===== config.mk =====
export PLATFORM = sky130hd
export DESIGN_NAME = gis_sequencer
export DESIGN_NICKNAME = d
export VERILOG_FILES = /design/src/verilog/gis_sequencer.v
export VERILOG_INCLUDE_DIRS = /design/src /design/src/pkg
export SDC_FILE = /design/constraint.sdc
export NUM_CORES = 2
export LEC_CHECK = 0
export ABC_AREA = 1
export BUFFER_PORTS_ARGS = -buffer_cell sky130_fd_sc_hd__buf_2
export CORE_MARGIN = 4
export CORE_UTILIZATION = 38
export CTS_CLUSTER_DIAMETER = 100
export DETAILED_ROUTE_END_ITERATION = 8
export MAX_ROUTING_LAYER = met4
export PLACE_DENSITY = 0.54
export SYNTH_ARGS = -nofsm -noshare
export SYNTH_HDL_FRONTEND = slang
export SYNTH_SLANG_ARGS = --single-unit

===== constraint.sdc =====
create_clock -name mclk -period 88.9 [get_ports mclk]
set_input_delay 8.89 -clock mclk [delete_from_list [all_inputs] [get_ports mclk]]
set_output_delay 8.89 -clock mclk [all_outputs]
set_load 0.01 [all_outputs]

===== src/pkg/gis_consts.vh =====
// Register map, field positions, reset values and timing counts for the
// gated integrator sequencer. Assumes a 250 MHz mclk and 32-bit Avalon-MM data.
`ifndef GIS_CONSTS_VH
`define GIS_CONSTS_VH

`define GIS_CLK_MHZ       250
`define GIS_CYC_PER_SEC   250000000

// Byte offsets
`define GIS_A_CTRL        8'h00
`define GIS_A_PERIOD      8'h04
`define GIS_A_RESET       8'h08
`define GIS_A_SETTLE      8'h0C
`define GIS_A_SETUP       8'h10
`define GIS_A_ISOW        8'h14
`define GIS_A_ISOOFF      8'h18
`define GIS_A_AVG         8'h1C
`define GIS_A_GAIN        8'h20
`define GIS_A_RECIP       8'h24
`define GIS_A_TMO         8'h28
`define GIS_A_STATUS      8'h2C
`define GIS_A_RESULT      8'h30

// Control bits
`define GIS_C_INIT        0
`define GIS_C_STOP        1
`define GIS_C_WARM        2
`define GIS_C_EXT         3
`define GIS_C_FALL        4
`define GIS_C_BIGCAP      5
`define GIS_C_CAL         6
`define GIS_C_HV          7
`define GIS_C_SAFE        8
`define GIS_C_CURR        9
`define GIS_CTRL_W        10
`define GIS_CTRL_KEEP     10'h3F8

// Reset values (cycles of mclk, except gain and reciprocal)
`define GIS_RV_PERIOD     32'h017D7840
`define GIS_RV_SETTLE     32'h000000FA
`define GIS_RV_SETUP      32'h00000FA0
`define GIS_RV_ISOW       32'h0000007D
`define GIS_RV_ISOOFF     32'h0000003F
`define GIS_RV_GAIN       16'h0100
`define GIS_RV_RECIP      16'h0001
`define GIS_DEF_RST_SMALL 32'h000009C4
`define GIS_DEF_RST_LARGE 32'h000061A8

// Overrange at 98 % of the signed 16-bit span
`define GIS_OVR_POS       16'sh7D70
`define GIS_OVR_NEG       16'sh8290
`define GIS_Q_SHIFT       8
`define GIS_I_SHIFT       16

`endif


===== src/verilog/gis_sequencer.v =====
// Gated integrator sequencer: switch timing, ADC sampling, averaging,
// monitor outputs and host timeout supervision, with an Avalon-MM slave.
// Assumes ADC and microcontroller signals share mclk; gate is asynchronous.
//
// The implementer's own choices: the Avalon-MM slave port and the register addresses.
`timescale 1ns/10ps
`include "gis_consts.vh"

module gis_sequencer #(
   parameter CYC_PER_SEC = `GIS_CYC_PER_SEC
) (
   input  wire        mclk,
   input  wire        rstn,
   input  wire [7:0]  avs_address,
   input  wire        avs_read,
   input  wire        avs_write,
   input  wire [3:0]  avs_byteenable,
   input  wire [31:0] avs_writedata,
   output wire        avs_waitrequest,
   output reg  [31:0] avs_readdata,
   input  wire        host_activity,
   input  wire        gate_in,
   output reg         adc_convert,
   input  wire        adc_valid,
   input  wire [15:0] adc_data,
   output reg         integrator_reset_switch,
   output reg         input_isolation_switch,
   output reg         cap_select,
   output reg         cal_source_on,
   output reg         hv_enable,
   output reg  [15:0] dac_data,
   output reg         freq_monitor,
   output reg         reading_valid,
   output reg  [31:0] reading_data,
   output reg         reading_overrange
);

   localparam [2:0] ST_IDLE = 3'h0;
   localparam [2:0] ST_ARM  = 3'h1;
   localparam [2:0] ST_RST  = 3'h2;
   localparam [2:0] ST_SETL = 3'h3;
   localparam [2:0] ST_SAMS = 3'h4;
   localparam [2:0] ST_INT  = 3'h5;
   localparam [2:0] ST_SETU = 3'h6;

   reg         rs1_r;
   reg         rs2_r;
   wire        rst_n = rs2_r;

   always @(posedge mclk or negedge rstn) begin
      if (!rstn) begin
         rs1_r <= 1'b0;
         rs2_r <= 1'b0;
      end else begin
         rs1_r <= 1'b1;
         rs2_r <= rs1_r;
      end
   end

   // Registers
   reg  [`GIS_CTRL_W-1:0] ctrl_r;
   reg  [31:0] per_r;
   reg  [31:0] rstt_r;
   reg  [31:0] setl_r;
   reg  [31:0] setu_r;
   reg  [31:0] isow_r;
   reg  [31:0] isoo_r;
   reg  [7:0]  avg_r;
   reg  [15:0] gain_r;
   reg  [15:0] recip_r;
   reg  [15:0] tmo_r;
   reg         ack_r;
   reg         init_p;
   reg         stop_p;
   reg         warm_p;
   reg  [2:0]  st_r;
   reg         safe_r;
   reg  [31:0] rcnt_r;

   wire        req = avs_read | avs_write;
   wire        wr_go = avs_write & ack_r;
   wire [31:0] bmask = {{8{avs_byteenable[3]}}, {8{avs_byteenable[2]}},
                        {8{avs_byteenable[1]}}, {8{avs_byteenable[0]}}};

   assign avs_waitrequest = req & ~ack_r;

   function [31:0] merge;
      input [31:0] old;
      input [31:0] wd;
      input [31:0] m;
      begin
         merge = (old & ~m) | (wd & m);
      end
   endfunction

   wire [31:0] ctrl_w = merge({22'h0, ctrl_r}, avs_writedata, bmask);
   wire [31:0] gain_w = merge({16'h0, gain_r}, avs_writedata, bmask);

   always @(posedge mclk or negedge rst_n) begin
      if (!rst_n) begin
         ctrl_r  <= {`GIS_CTRL_W{1'b0}};
         per_r   <= `GIS_RV_PERIOD;
         rstt_r  <= 32'h0;
         setl_r  <= `GIS_RV_SETTLE;
         setu_r  <= `GIS_RV_SETUP;
         isow_r  <= `GIS_RV_ISOW;
         isoo_r  <= `GIS_RV_ISOOFF;
         avg_r   <= 8'h0;
         gain_r  <= `GIS_RV_GAIN;
         recip_r <= `GIS_RV_RECIP;
         tmo_r   <= 16'h0;
         ack_r   <= 1'b0;
         init_p  <= 1'b0;
         stop_p  <= 1'b0;
         warm_p  <= 1'b0;
         avs_readdata <= 32'h0;
      end else begin
         ack_r  <= req & ~ack_r;
         init_p <= 1'b0;
         stop_p <= 1'b0;
         warm_p <= 1'b0;
         if (req & ~ack_r) begin
            case (avs_address)
               `GIS_A_CTRL:   avs_readdata <= {22'h0, ctrl_r & `GIS_CTRL_KEEP};
               `GIS_A_PERIOD: avs_readdata <= per_r;
               `GIS_A_RESET:  avs_readdata <= rstt_r;
               `GIS_A_SETTLE: avs_readdata <= setl_r;
               `GIS_A_SETUP:  avs_readdata <= setu_r;
               `GIS_A_ISOW:   avs_readdata <= isow_r;
               `GIS_A_ISOOFF: avs_readdata <= isoo_r;
               `GIS_A_AVG:    avs_readdata <= {24'h0, avg_r};
               `GIS_A_GAIN:   avs_readdata <= {16'h0, gain_r};
               `GIS_A_RECIP:  avs_readdata <= {16'h0, recip_r};
               `GIS_A_TMO:    avs_readdata <= {16'h0, tmo_r};
               `GIS_A_STATUS: avs_readdata <= {16'h0, rcnt_r[11:0], safe_r, st_r};
               `GIS_A_RESULT: avs_readdata <= reading_data;
               default:       avs_readdata <= 32'h0;
            endcase
         end
         if (wr_go) begin
            case (avs_address)
               `GIS_A_CTRL: begin
                  ctrl_r <= ctrl_w[`GIS_CTRL_W-1:0] & `GIS_CTRL_KEEP;
                  init_p <= ctrl_w[`GIS_C_INIT];
                  stop_p <= ctrl_w[`GIS_C_STOP];
                  warm_p <= ctrl_w[`GIS_C_WARM];
               end
               `GIS_A_PERIOD: per_r   <= merge(per_r, avs_writedata, bmask);
               `GIS_A_RESET:  rstt_r  <= merge(rstt_r, avs_writedata, bmask);
               `GIS_A_SETTLE: setl_r  <= merge(setl_r, avs_writedata, bmask);
               `GIS_A_SETUP:  setu_r  <= merge(setu_r, avs_writedata, bmask);
               `GIS_A_ISOW:   isow_r  <= merge(isow_r, avs_writedata, bmask);
               `GIS_A_ISOOFF: isoo_r  <= merge(isoo_r, avs_writedata, bmask);
               `GIS_A_AVG:    avg_r   <= avs_byteenable[0] ? avs_writedata[7:0] : avg_r;
               `GIS_A_GAIN:   gain_r  <= gain_w[15:0];
               `GIS_A_RECIP:  recip_r <= avs_byteenable[1:0] == 2'h3 ? avs_writedata[15:0] : recip_r;
               `GIS_A_TMO:    tmo_r   <= avs_byteenable[1:0] == 2'h3 ? avs_writedata[15:0] : tmo_r;
               default: ;
            endcase
         end
      end
   end

   // Gate input: three flops, change accepted once the last two agree
   reg  [2:0]  gs_r;
   reg         gst_r;
   reg         gprev_r;
   wire        trig = ctrl_r[`GIS_C_FALL] ? (gprev_r & ~gst_r) : (~gprev_r & gst_r);

   always @(posedge mclk or negedge rst_n) begin
      if (!rst_n) begin
         gs_r    <= 3'h0;
         gst_r   <= 1'b0;
         gprev_r <= 1'b0;
      end else begin
         gs_r    <= {gs_r[1:0], gate_in};
         if (gs_r[1] == gs_r[2])
            gst_r <= gs_r[2];
         gprev_r <= gst_r;
      end
   end

   // Host timeout supervision
   reg  [27:0] sdiv_r;
   reg  [15:0] secs_r;
   wire        act = host_activity | wr_go | (avs_read & ack_r);
   wire        sec_tick = (sdiv_r == CYC_PER_SEC - 1);
   wire        tmo_hit = (tmo_r != 16'h0) && (secs_r >= tmo_r);

   always @(posedge mclk or negedge rst_n) begin
      if (!rst_n) begin
         sdiv_r <= 28'h0;
         secs_r <= 16'h0;
         safe_r <= 1'b0;
      end else begin
         if (act || sec_tick)
            sdiv_r <= 28'h0;
         else
            sdiv_r <= sdiv_r + 28'h1;
         if (act)
            secs_r <= 16'h0;
         else if (sec_tick && secs_r != 16'hFFFF)
            secs_r <= secs_r + 16'h1;
         if (tmo_hit)
            safe_r <= 1'b1;
         else if (act)
            safe_r <= 1'b0;
      end
   end

   // Sequencer
   reg  [31:0] tmr_r;
   reg  [31:0] pcnt_r;
   reg  [31:0] isoc_r;
   reg  [4:0]  ns_r;
   reg         wait_r;
   reg  signed [19:0] sst_r;
   reg  signed [19:0] sen_r;
   reg  signed [20:0] hist_r [0:15];
   reg  [3:0]  ptr_r;
   reg  [4:0]  fill_r;
   reg  signed [24:0] rsum_r;
   reg         upd_r;
   reg         ovr_r;
   reg  signed [42:0] q_r;
   reg         qv_r;
   reg         qovr_r;
   integer     i;

   wire [4:0]  nread = {1'b0, avg_r[3:0]} + 5'h1;
   wire [3:0]  nint_m1 = avg_r[7:4];
   wire [31:0] rst_len = (rstt_r != 32'h0) ? rstt_r :
                         ctrl_r[`GIS_C_BIGCAP] ? `GIS_DEF_RST_LARGE : `GIS_DEF_RST_SMALL;
   wire signed [15:0] sd = adc_data;
   wire        ovr_now = adc_valid && (sd > `GIS_OVR_POS || sd < `GIS_OVR_NEG);
   wire signed [20:0] diff = {sen_r[19], sen_r} - {sst_r[19], sst_r};
   wire        abort = warm_p | stop_p | safe_r;
   wire        sam_done = (ns_r == nread) && !wait_r;

   always @(posedge mclk or negedge rst_n) begin
      if (!rst_n) begin
         st_r   <= ST_IDLE;
         tmr_r  <= 32'h0;
         pcnt_r <= 32'h0;
         isoc_r <= 32'h0;
         ns_r   <= 5'h0;
         wait_r <= 1'b0;
         sst_r  <= 20'sh0;
         sen_r  <= 20'sh0;
         ptr_r  <= 4'h0;
         fill_r <= 5'h0;
         rsum_r <= 25'sh0;
         upd_r  <= 1'b0;
         ovr_r  <= 1'b0;
         adc_convert <= 1'b0;
         integrator_reset_switch <= 1'b1;
         input_isolation_switch  <= 1'b1;
         for (i = 0; i < 16; i = i + 1)
            hist_r[i] <= 21'sh0;
      end else begin
         adc_convert <= 1'b0;
         upd_r <= 1'b0;
         if (tmr_r != 32'h0)
            tmr_r <= tmr_r - 32'h1;
         pcnt_r <= pcnt_r + 32'h1;
         if (isoc_r != 32'h0)
            isoc_r <= isoc_r - 32'h1;
         input_isolation_switch <= (isoc_r == 32'h0);
         if (wait_r && adc_valid) begin
            wait_r <= 1'b0;
            if (st_r == ST_SAMS)
               sst_r <= sst_r + sd;
            else
               sen_r <= sen_r + sd;
         end else if (!wait_r && ns_r != nread && (st_r == ST_SAMS || st_r == ST_SETU)) begin
            adc_convert <= 1'b1;
            wait_r <= 1'b1;
            ns_r <= ns_r + 5'h1;
         end
         // Overrange persists until the reading leaves; a new hit wins
         if (ovr_now)
            ovr_r <= 1'b1;
         else if (upd_r)
            ovr_r <= 1'b0;
         if (abort) begin
            // drop partial data; no conversion may start with the switch closed
            st_r   <= ST_IDLE;
            adc_convert <= 1'b0;
            fill_r <= 5'h0;
            rsum_r <= 25'sh0;
            ptr_r  <= 4'h0;
            wait_r <= 1'b0;
            isoc_r <= 32'h0;
            integrator_reset_switch <= 1'b1;
            for (i = 0; i < 16; i = i + 1)
               hist_r[i] <= 21'sh0;
         end else begin
            case (st_r)
               ST_IDLE: begin
                  if (init_p)
                     st_r <= ST_ARM;
               end
               ST_ARM: begin
                  if (!ctrl_r[`GIS_C_EXT] || trig) begin
                     st_r  <= ST_RST;
                     tmr_r <= rst_len;
                     integrator_reset_switch <= 1'b1;
                  end
               end
               ST_RST: begin
                  if (tmr_r == 32'h0) begin
                     integrator_reset_switch <= 1'b0;
                     st_r   <= ST_SETL;
                     tmr_r  <= setl_r;
                     pcnt_r <= 32'h0;
                  end
               end
               ST_SETL: begin
                  if (tmr_r == 32'h0) begin
                     st_r  <= ST_SAMS;
                     ns_r  <= 5'h0;
                     sst_r <= 20'sh0;
                  end
               end
               ST_SAMS: begin
                  if (sam_done)
                     st_r <= ST_INT;
               end
               ST_INT: begin
                  if (pcnt_r >= per_r) begin
                     st_r  <= ST_SETU;
                     tmr_r <= setu_r;
                     ns_r  <= 5'h0;
                     sen_r <= 20'sh0;
                  end
               end
               ST_SETU: begin
                  if (tmr_r == isoo_r && isoc_r == 32'h0)
                     isoc_r <= isow_r;
                  if (tmr_r == 32'h0 && sam_done) begin
                     integrator_reset_switch <= 1'b1;
                     st_r  <= ST_RST;
                     tmr_r <= rst_len;
                     hist_r[ptr_r] <= diff;
                     rsum_r <= rsum_r + diff - hist_r[ptr_r];
                     ptr_r  <= (ptr_r == nint_m1) ? 4'h0 : ptr_r + 4'h1;
                     if (fill_r <= {1'b0, nint_m1})
                        fill_r <= fill_r + 5'h1;
                     upd_r  <= (fill_r >= {1'b0, nint_m1});
                  end
               end
               default: st_r <= ST_IDLE;
            endcase
         end
      end
   end

   wire signed [42:0] q_nxt = rsum_r * $signed({1'b0, gain_r});
   // current via loaded reciprocal of interval
   wire signed [59:0] i_full = q_r * $signed({1'b0, recip_r});
   wire signed [42:0] q_sh = q_r >>> `GIS_Q_SHIFT;
   wire signed [59:0] i_sh = i_full >>> (`GIS_Q_SHIFT + `GIS_I_SHIFT);
   wire [31:0] out_nxt = ctrl_r[`GIS_C_CURR] ? i_sh[31:0] : q_sh[31:0];
   reg  [23:0] facc_r;
   wire [15:0] mag = out_nxt[31] ? (16'h0 - out_nxt[15:0]) : out_nxt[15:0];

   always @(posedge mclk or negedge rst_n) begin
      if (!rst_n) begin
         q_r    <= 43'sh0;
         qv_r   <= 1'b0;
         qovr_r <= 1'b0;
         rcnt_r <= 32'h0;
         facc_r <= 24'h0;
         reading_valid     <= 1'b0;
         reading_data      <= 32'h0;
         reading_overrange <= 1'b0;
         dac_data     <= 16'h8000;
         freq_monitor <= 1'b0;
         cap_select    <= 1'b0;
         cal_source_on <= 1'b0;
         hv_enable     <= 1'b0;
      end else begin
         qv_r   <= upd_r & ~abort;
         qovr_r <= ovr_r | ovr_now;
         if (upd_r)
            q_r <= q_nxt;
         reading_valid <= qv_r & ~abort;
         if (qv_r & ~abort) begin
            reading_data      <= out_nxt;
            reading_overrange <= qovr_r;
            rcnt_r <= rcnt_r + 32'h1;
            dac_data <= {~out_nxt[15], out_nxt[14:0]};
         end
         facc_r <= facc_r + {8'h0, mag};
         freq_monitor <= facc_r[23];
         cap_select <= ctrl_r[`GIS_C_BIGCAP];
         cal_source_on <= ctrl_r[`GIS_C_CAL] & ~safe_r;
         hv_enable <= ctrl_r[`GIS_C_HV] & ~(safe_r & ctrl_r[`GIS_C_SAFE]);
      end
   end

endmodule // gis_sequencer

**After elaboration in Yosys (flattened, before gate mapping)**

Cells that the tools add are included.

- Bits of input ports: 67
- Output and inout port bits: 90
- Register bits after elaboration: 1017
- Logic and storage cells: 310

- Equality and inequality tests: 33
- Mux-type cells: 92
- Multipliers: 2
- Reductions and logical operators: 47
- Add/sub/neg operators: 17
- Bitwise gates (word level): 42
- Magnitude comparators: 8

Operator list:

| operator | count |
|---|---|
| $mux 336 | 3 |
| $mux 32 | 15 |
| $pmux 32 s13 | 1 |
| $bwmux 336 | 1 |
| $and 32x32->32 | 7 |
| $mux 20 | 10 |
| $or 32x32->32 | 6 |
| $pmux 32 s4 | 1 |
| $reduce_bool 32->1 | 3 |
| $bmux 21 s4 | 1 |
| $demux 21 s4 | 1 |
| $mux 25 | 3 |
| $add 32x1->32 const B | 2 |
| $logic_not 32->1 | 2 |
| $sub 32x1->32 const B | 2 |
| $mux 21 | 3 |
| $mul 42x17->56 | 1 |
| $mux 16 | 3 |
| $mux 5 | 9 |
| $mul 25x17->42 | 1 |
| $add 20x16->20 | 2 |
| $eq 8x6->1 const B | 5 |
| $eq 32x32->1 | 1 |
| $eq 8x5->1 const B | 4 |
| 62 further kinds | 154 |

**Logic depth before layout (Yosys ltp)**

- Depth in word-level cells: 9
- Gate-level depth with buffers: 49
- Gate-level depth less buffers: 47

**Worst setup path before layout**

Ideal clock, no wire load.

- Path kind: in2out
- Start point: in avs_write
- End point: out avs_waitrequest
- Data required time: 80010 ps
- Buffers on the path: 1
- Slack: 70484 ps
- Stages: 3
- Arrival time: 9526 ps
- Cells stage by stage: nor2_1 -> nor2_1 -> clkbuf_1

- Word-level cells in the longest chain between the ends: 2

RTL lines:

| item | RTL line | RTL |
|---|---|---|
| start: declaration | gis_sequencer.v:16 | `input wire avs_write,` |
| $or 1x1->1 | gis_sequencer.v:80 | `wire req = avs_read \| avs_write;` |
| $and 1x1->1 | gis_sequencer.v:85 | `assign avs_waitrequest = req & ~ack_r;` |
| end: declaration | gis_sequencer.v:19 | `output wire avs_waitrequest,` |

No other way between the ends.

**Worst setup path in the final report**

Ends and elaborated chain as after synthesis.

==> impl_metrics.toml <==
[power_and_ir_drop]
p_per_area_mw_per_mm2 = 19.1
ir_drop_mv = 0.0310
power_mw = 1.90
cellLeakagePower_nw = 49.8

[critical_path]
crit_type = "input pin to output pin"
cp_max_fo = 13
crit_path_end_kind = "output pin"
timing.rr.start = "recip_r[5]"
path_buf_inv = 3
critical_path.cell_chain = "buf_2 -> nor2_1 -> buf_4 -> nor2_4 -> buf_2"
r2r_setup_slack_ns = 79.07
worstPathRequired_ns = 80.01
cp-start-kind = "input pin"
cpMostUsedCell = "buf_2"
max_stage_delay_ns = 0.28
cp.arrival_ns = 9.61
cp_top_family = "buffers and inverters"
slowest_stage = "buf_4"
startpoint = "avs_write"

[drt]
routed_wl_mm = 307
vias_per_cell = 5.30
postRouteAntennaNets = 0
via_count = 77800
drtPass1Iterations = 6
drc = 0
first_iter_violations = 6859
routedWlPerCell_um = 21.0

[clocking]
root_buffer = "clkbuf_16"
clk_pin_slew_ns = 0.06
cts_setup_buffers = 0
insertion_delay_ns = 0.79
cts_tree = "done"
tritoncts_num_sinks = 982
cts-resized-gates = 0
clock_path_buffers = 3
postCtsHoldBufs = 0
cts_buffers = 113
htree_num_levels = 3

[cells_and_area]
syn_to_final_growth_pct = 8.43
final_util_pct = 41.4
drive_gt1_share_pct = 6.27
final_nets = 12900
final-seq-area_mm2 = 0.0246
fill_cells = 24400
final-instance-count-excl-fill = 14700
stdcell_area_mm2 = 0.0994
multi_input_area_mm2 = 0.0558

[global_routing]
grt_max_degree = 150
grt_pass1_wl_mm = 479
gr-total-overflow = 0
antenna_found_initial = 11
grt_pass1_vias = 79500
grt_usage_pct = 25.4

[outcome]
status = "complete, no violations"

[placed_design]
pre_cts_slack_ns = 70.43
dp_hpwl_mm = 227
finalWeightedCongestion = 0.957
dp_cells = 14400
io_buffers = 156
place_area_mm2 = 0.0953

[logic_synthesis]
synth_edf_count = 0
synth_nets = 13000
yosys_warnings = 0
syn_area_mm2 = 0.0917
yosysSeqAreaShare_pct = 26.9
synth.ff_latch_count = 982
synth_cell_types = 77
async_reset_ff_share_pct = 100
synthCells = 11500
synth_ff_type = "dfrtp_1"
syn_avg_cell_area_um2 = 7.95

[die]
start_util_pct = 38.2
rows = 180
core-area_mm2 = 0.240
die_height_um = 499
die_x_um = 499
pin_count = 157
die_area_mm2 = 0.249

[sta]
hold_viol_final = 0
finalCritPeriodShare_pct = 20.8
setup_violations = 0
fin_setup_tns_ns = 0
fin_hold_ws_ns = 0.359
clock-skew-final_ns = 0.0560
worstMarginPinSlew_ns = 1.33
fin_crit_ns = 18.50
slew_violations = 0
rsz0062_at_grt = "no"
fmax_mhz = 54.1
finalWorstSetupSlack_ns = 70.40
slew-limit-headroom_pct = 11.0

[worst_hold_path]
holdCritStartpoint = "gs_r[0]"
hold_path_class = "flop to flop"

[job]
drv_cap = 0
[Yosys cell counts (11+ instances only)]
master | instances | share of area, %
nand2_1 | 2516 | 10
inv_1 | 2363 | 9.7
fa_1 | 1026 | 22
dfrtp_1 | 941 | 26
o21ai_0 | 926 | 5.1
a21oi_1 | 607 | 3.3
nor2_1 | 501 | 2.1
clkbuf_1 | 464 | 1.9
ha_1 | 400 | 5.5
nand3_1 | 393 | 2.1
xor2_1 | 145 | 1.4
o22ai_1 | 144 | 0.98
nor3_1 | 90 | 0.49
xnor2_1 | 85 | 0.81
nand4_1 | 80 | 0.55
a221oi_1 | 61 | 0.58
a31oi_1 | 56 | 0.38
o21ai_1 | 48 | 0.26
buf_1 | 47 | 0.19
nor4_1 | 47 | 0.32
a21boi_0 | 45 | 0.37
o211ai_1 | 44 | 0.36
buf_2 | 43 | 0.23
dfstp_2 | 41 | 1.2
or2_2 | 36 | 0.25
a21o_1 | 28 | 0.23
nor2_2 | 25 | 0.17
a2111oi_0 | 24 | 0.23
o21bai_1 | 22 | 0.18
mux2_2 | 21 | 0.26
o21a_1 | 20 | 0.16
o22ai_2 | 20 | 0.27
inv_2 | 19 | 0.078
o221ai_1 | 17 | 0.16
a211oi_1 | 16 | 0.13
buf_4 | 16 | 0.13
o2111ai_1 | 13 | 0.12
o31ai_1 | 11 | 0.090
[cell usage in the layout, fill, tap and decap left out, types with 24 or more instances in the layout]
cell and instances:
nor4_1 47, o21ai_0 926, a21boi_0 45, dfrtp_1 938
o211ai_1 44, nand4_1 80, nand2_1 2514, nor2_2 32
clkbuf_1 24, clkbuf_16 114, clkbuf_8 29, buf_2 156
o21ai_1 48, xor2_1 145, buf_4 137, ha_1 400
xnor2_1 85, inv_1 2361, a221oi_1 61, dfstp_2 41
nand3_1 393, a31oi_1 56, or2_2 36, a21oi_1 605
a21o_1 28, nor3_1 89, fa_1 1026, nor2_1 493
o22ai_1 144
[layer usage]
layer	global-route usage, %	part of all wire, %	wire [um]	vias up
li1	-	-	-	35600
met3	2.92	6.0	18500	520
met4	7.95	3.3	10200	0
met1	33.6	44	135000	39100
met5	-	0	0	-
met2	41.2	47	144000	2512
[cells by family (layout without fill, tap and decap cells)]
group,after synthesis,count (layout),synth area share (%)
compound gates,2151,2151,13.4
buf+inv,2968,2900,12.3
flops,982,982,26.9
other cells,1,14,0.00409
xor+xnor,232,232,2.24
mux,22,22,0.269
fa+ha+maj,1427,1427,27.9
simple gates,3754,3754,17.1
[power breakdown]
part / total (mW) / internal [mW] / switching, mW
clock network: 0.517 / 0.305 / 0.212
logic: 0.878 / 0.271 / 0.606
registers: 0.505 / 0.472 / 0.0322
[worst reg2reg max path, delay by kind of cell (launching register included)]
kind	cells	cell delay (ns)
adders and majority gates	8	3.73
and+or+nand+nor	14	2.79
buffers and inverters	6	1.37
AOI/OAI and AO/OA	4	1.27
DFF	1	0.44
xor gates and xnor gates	1	0.15
[final timing paths]
kind,to,depth (start not counted)
worst min-delay path,gs_r[1],0
worst max-delay path,avs_waitrequest,5
worst max register to register,facc_r[22],33
worst min register to register,gs_r[1],0
max in group asynchronous,rs2_r,1
min in group asynchronous,sst_r[8],0
[final cells by class]
cell class / count / area share [%]
Clock inverter: 47 / 0.774
Clock buffer: 167 / 3.36
Tap cell: 3185 / 4.01
Multi-Input combinational cell: 7587 / 56.2
Sequential cell: 982 / 24.8
Timing Repair Buffer: 295 / 1.86
Antenna cell: 13 / 0.0327
Inverter: 2391 / 9.03
No activity file was read; power rests on OpenSTA's default activity.
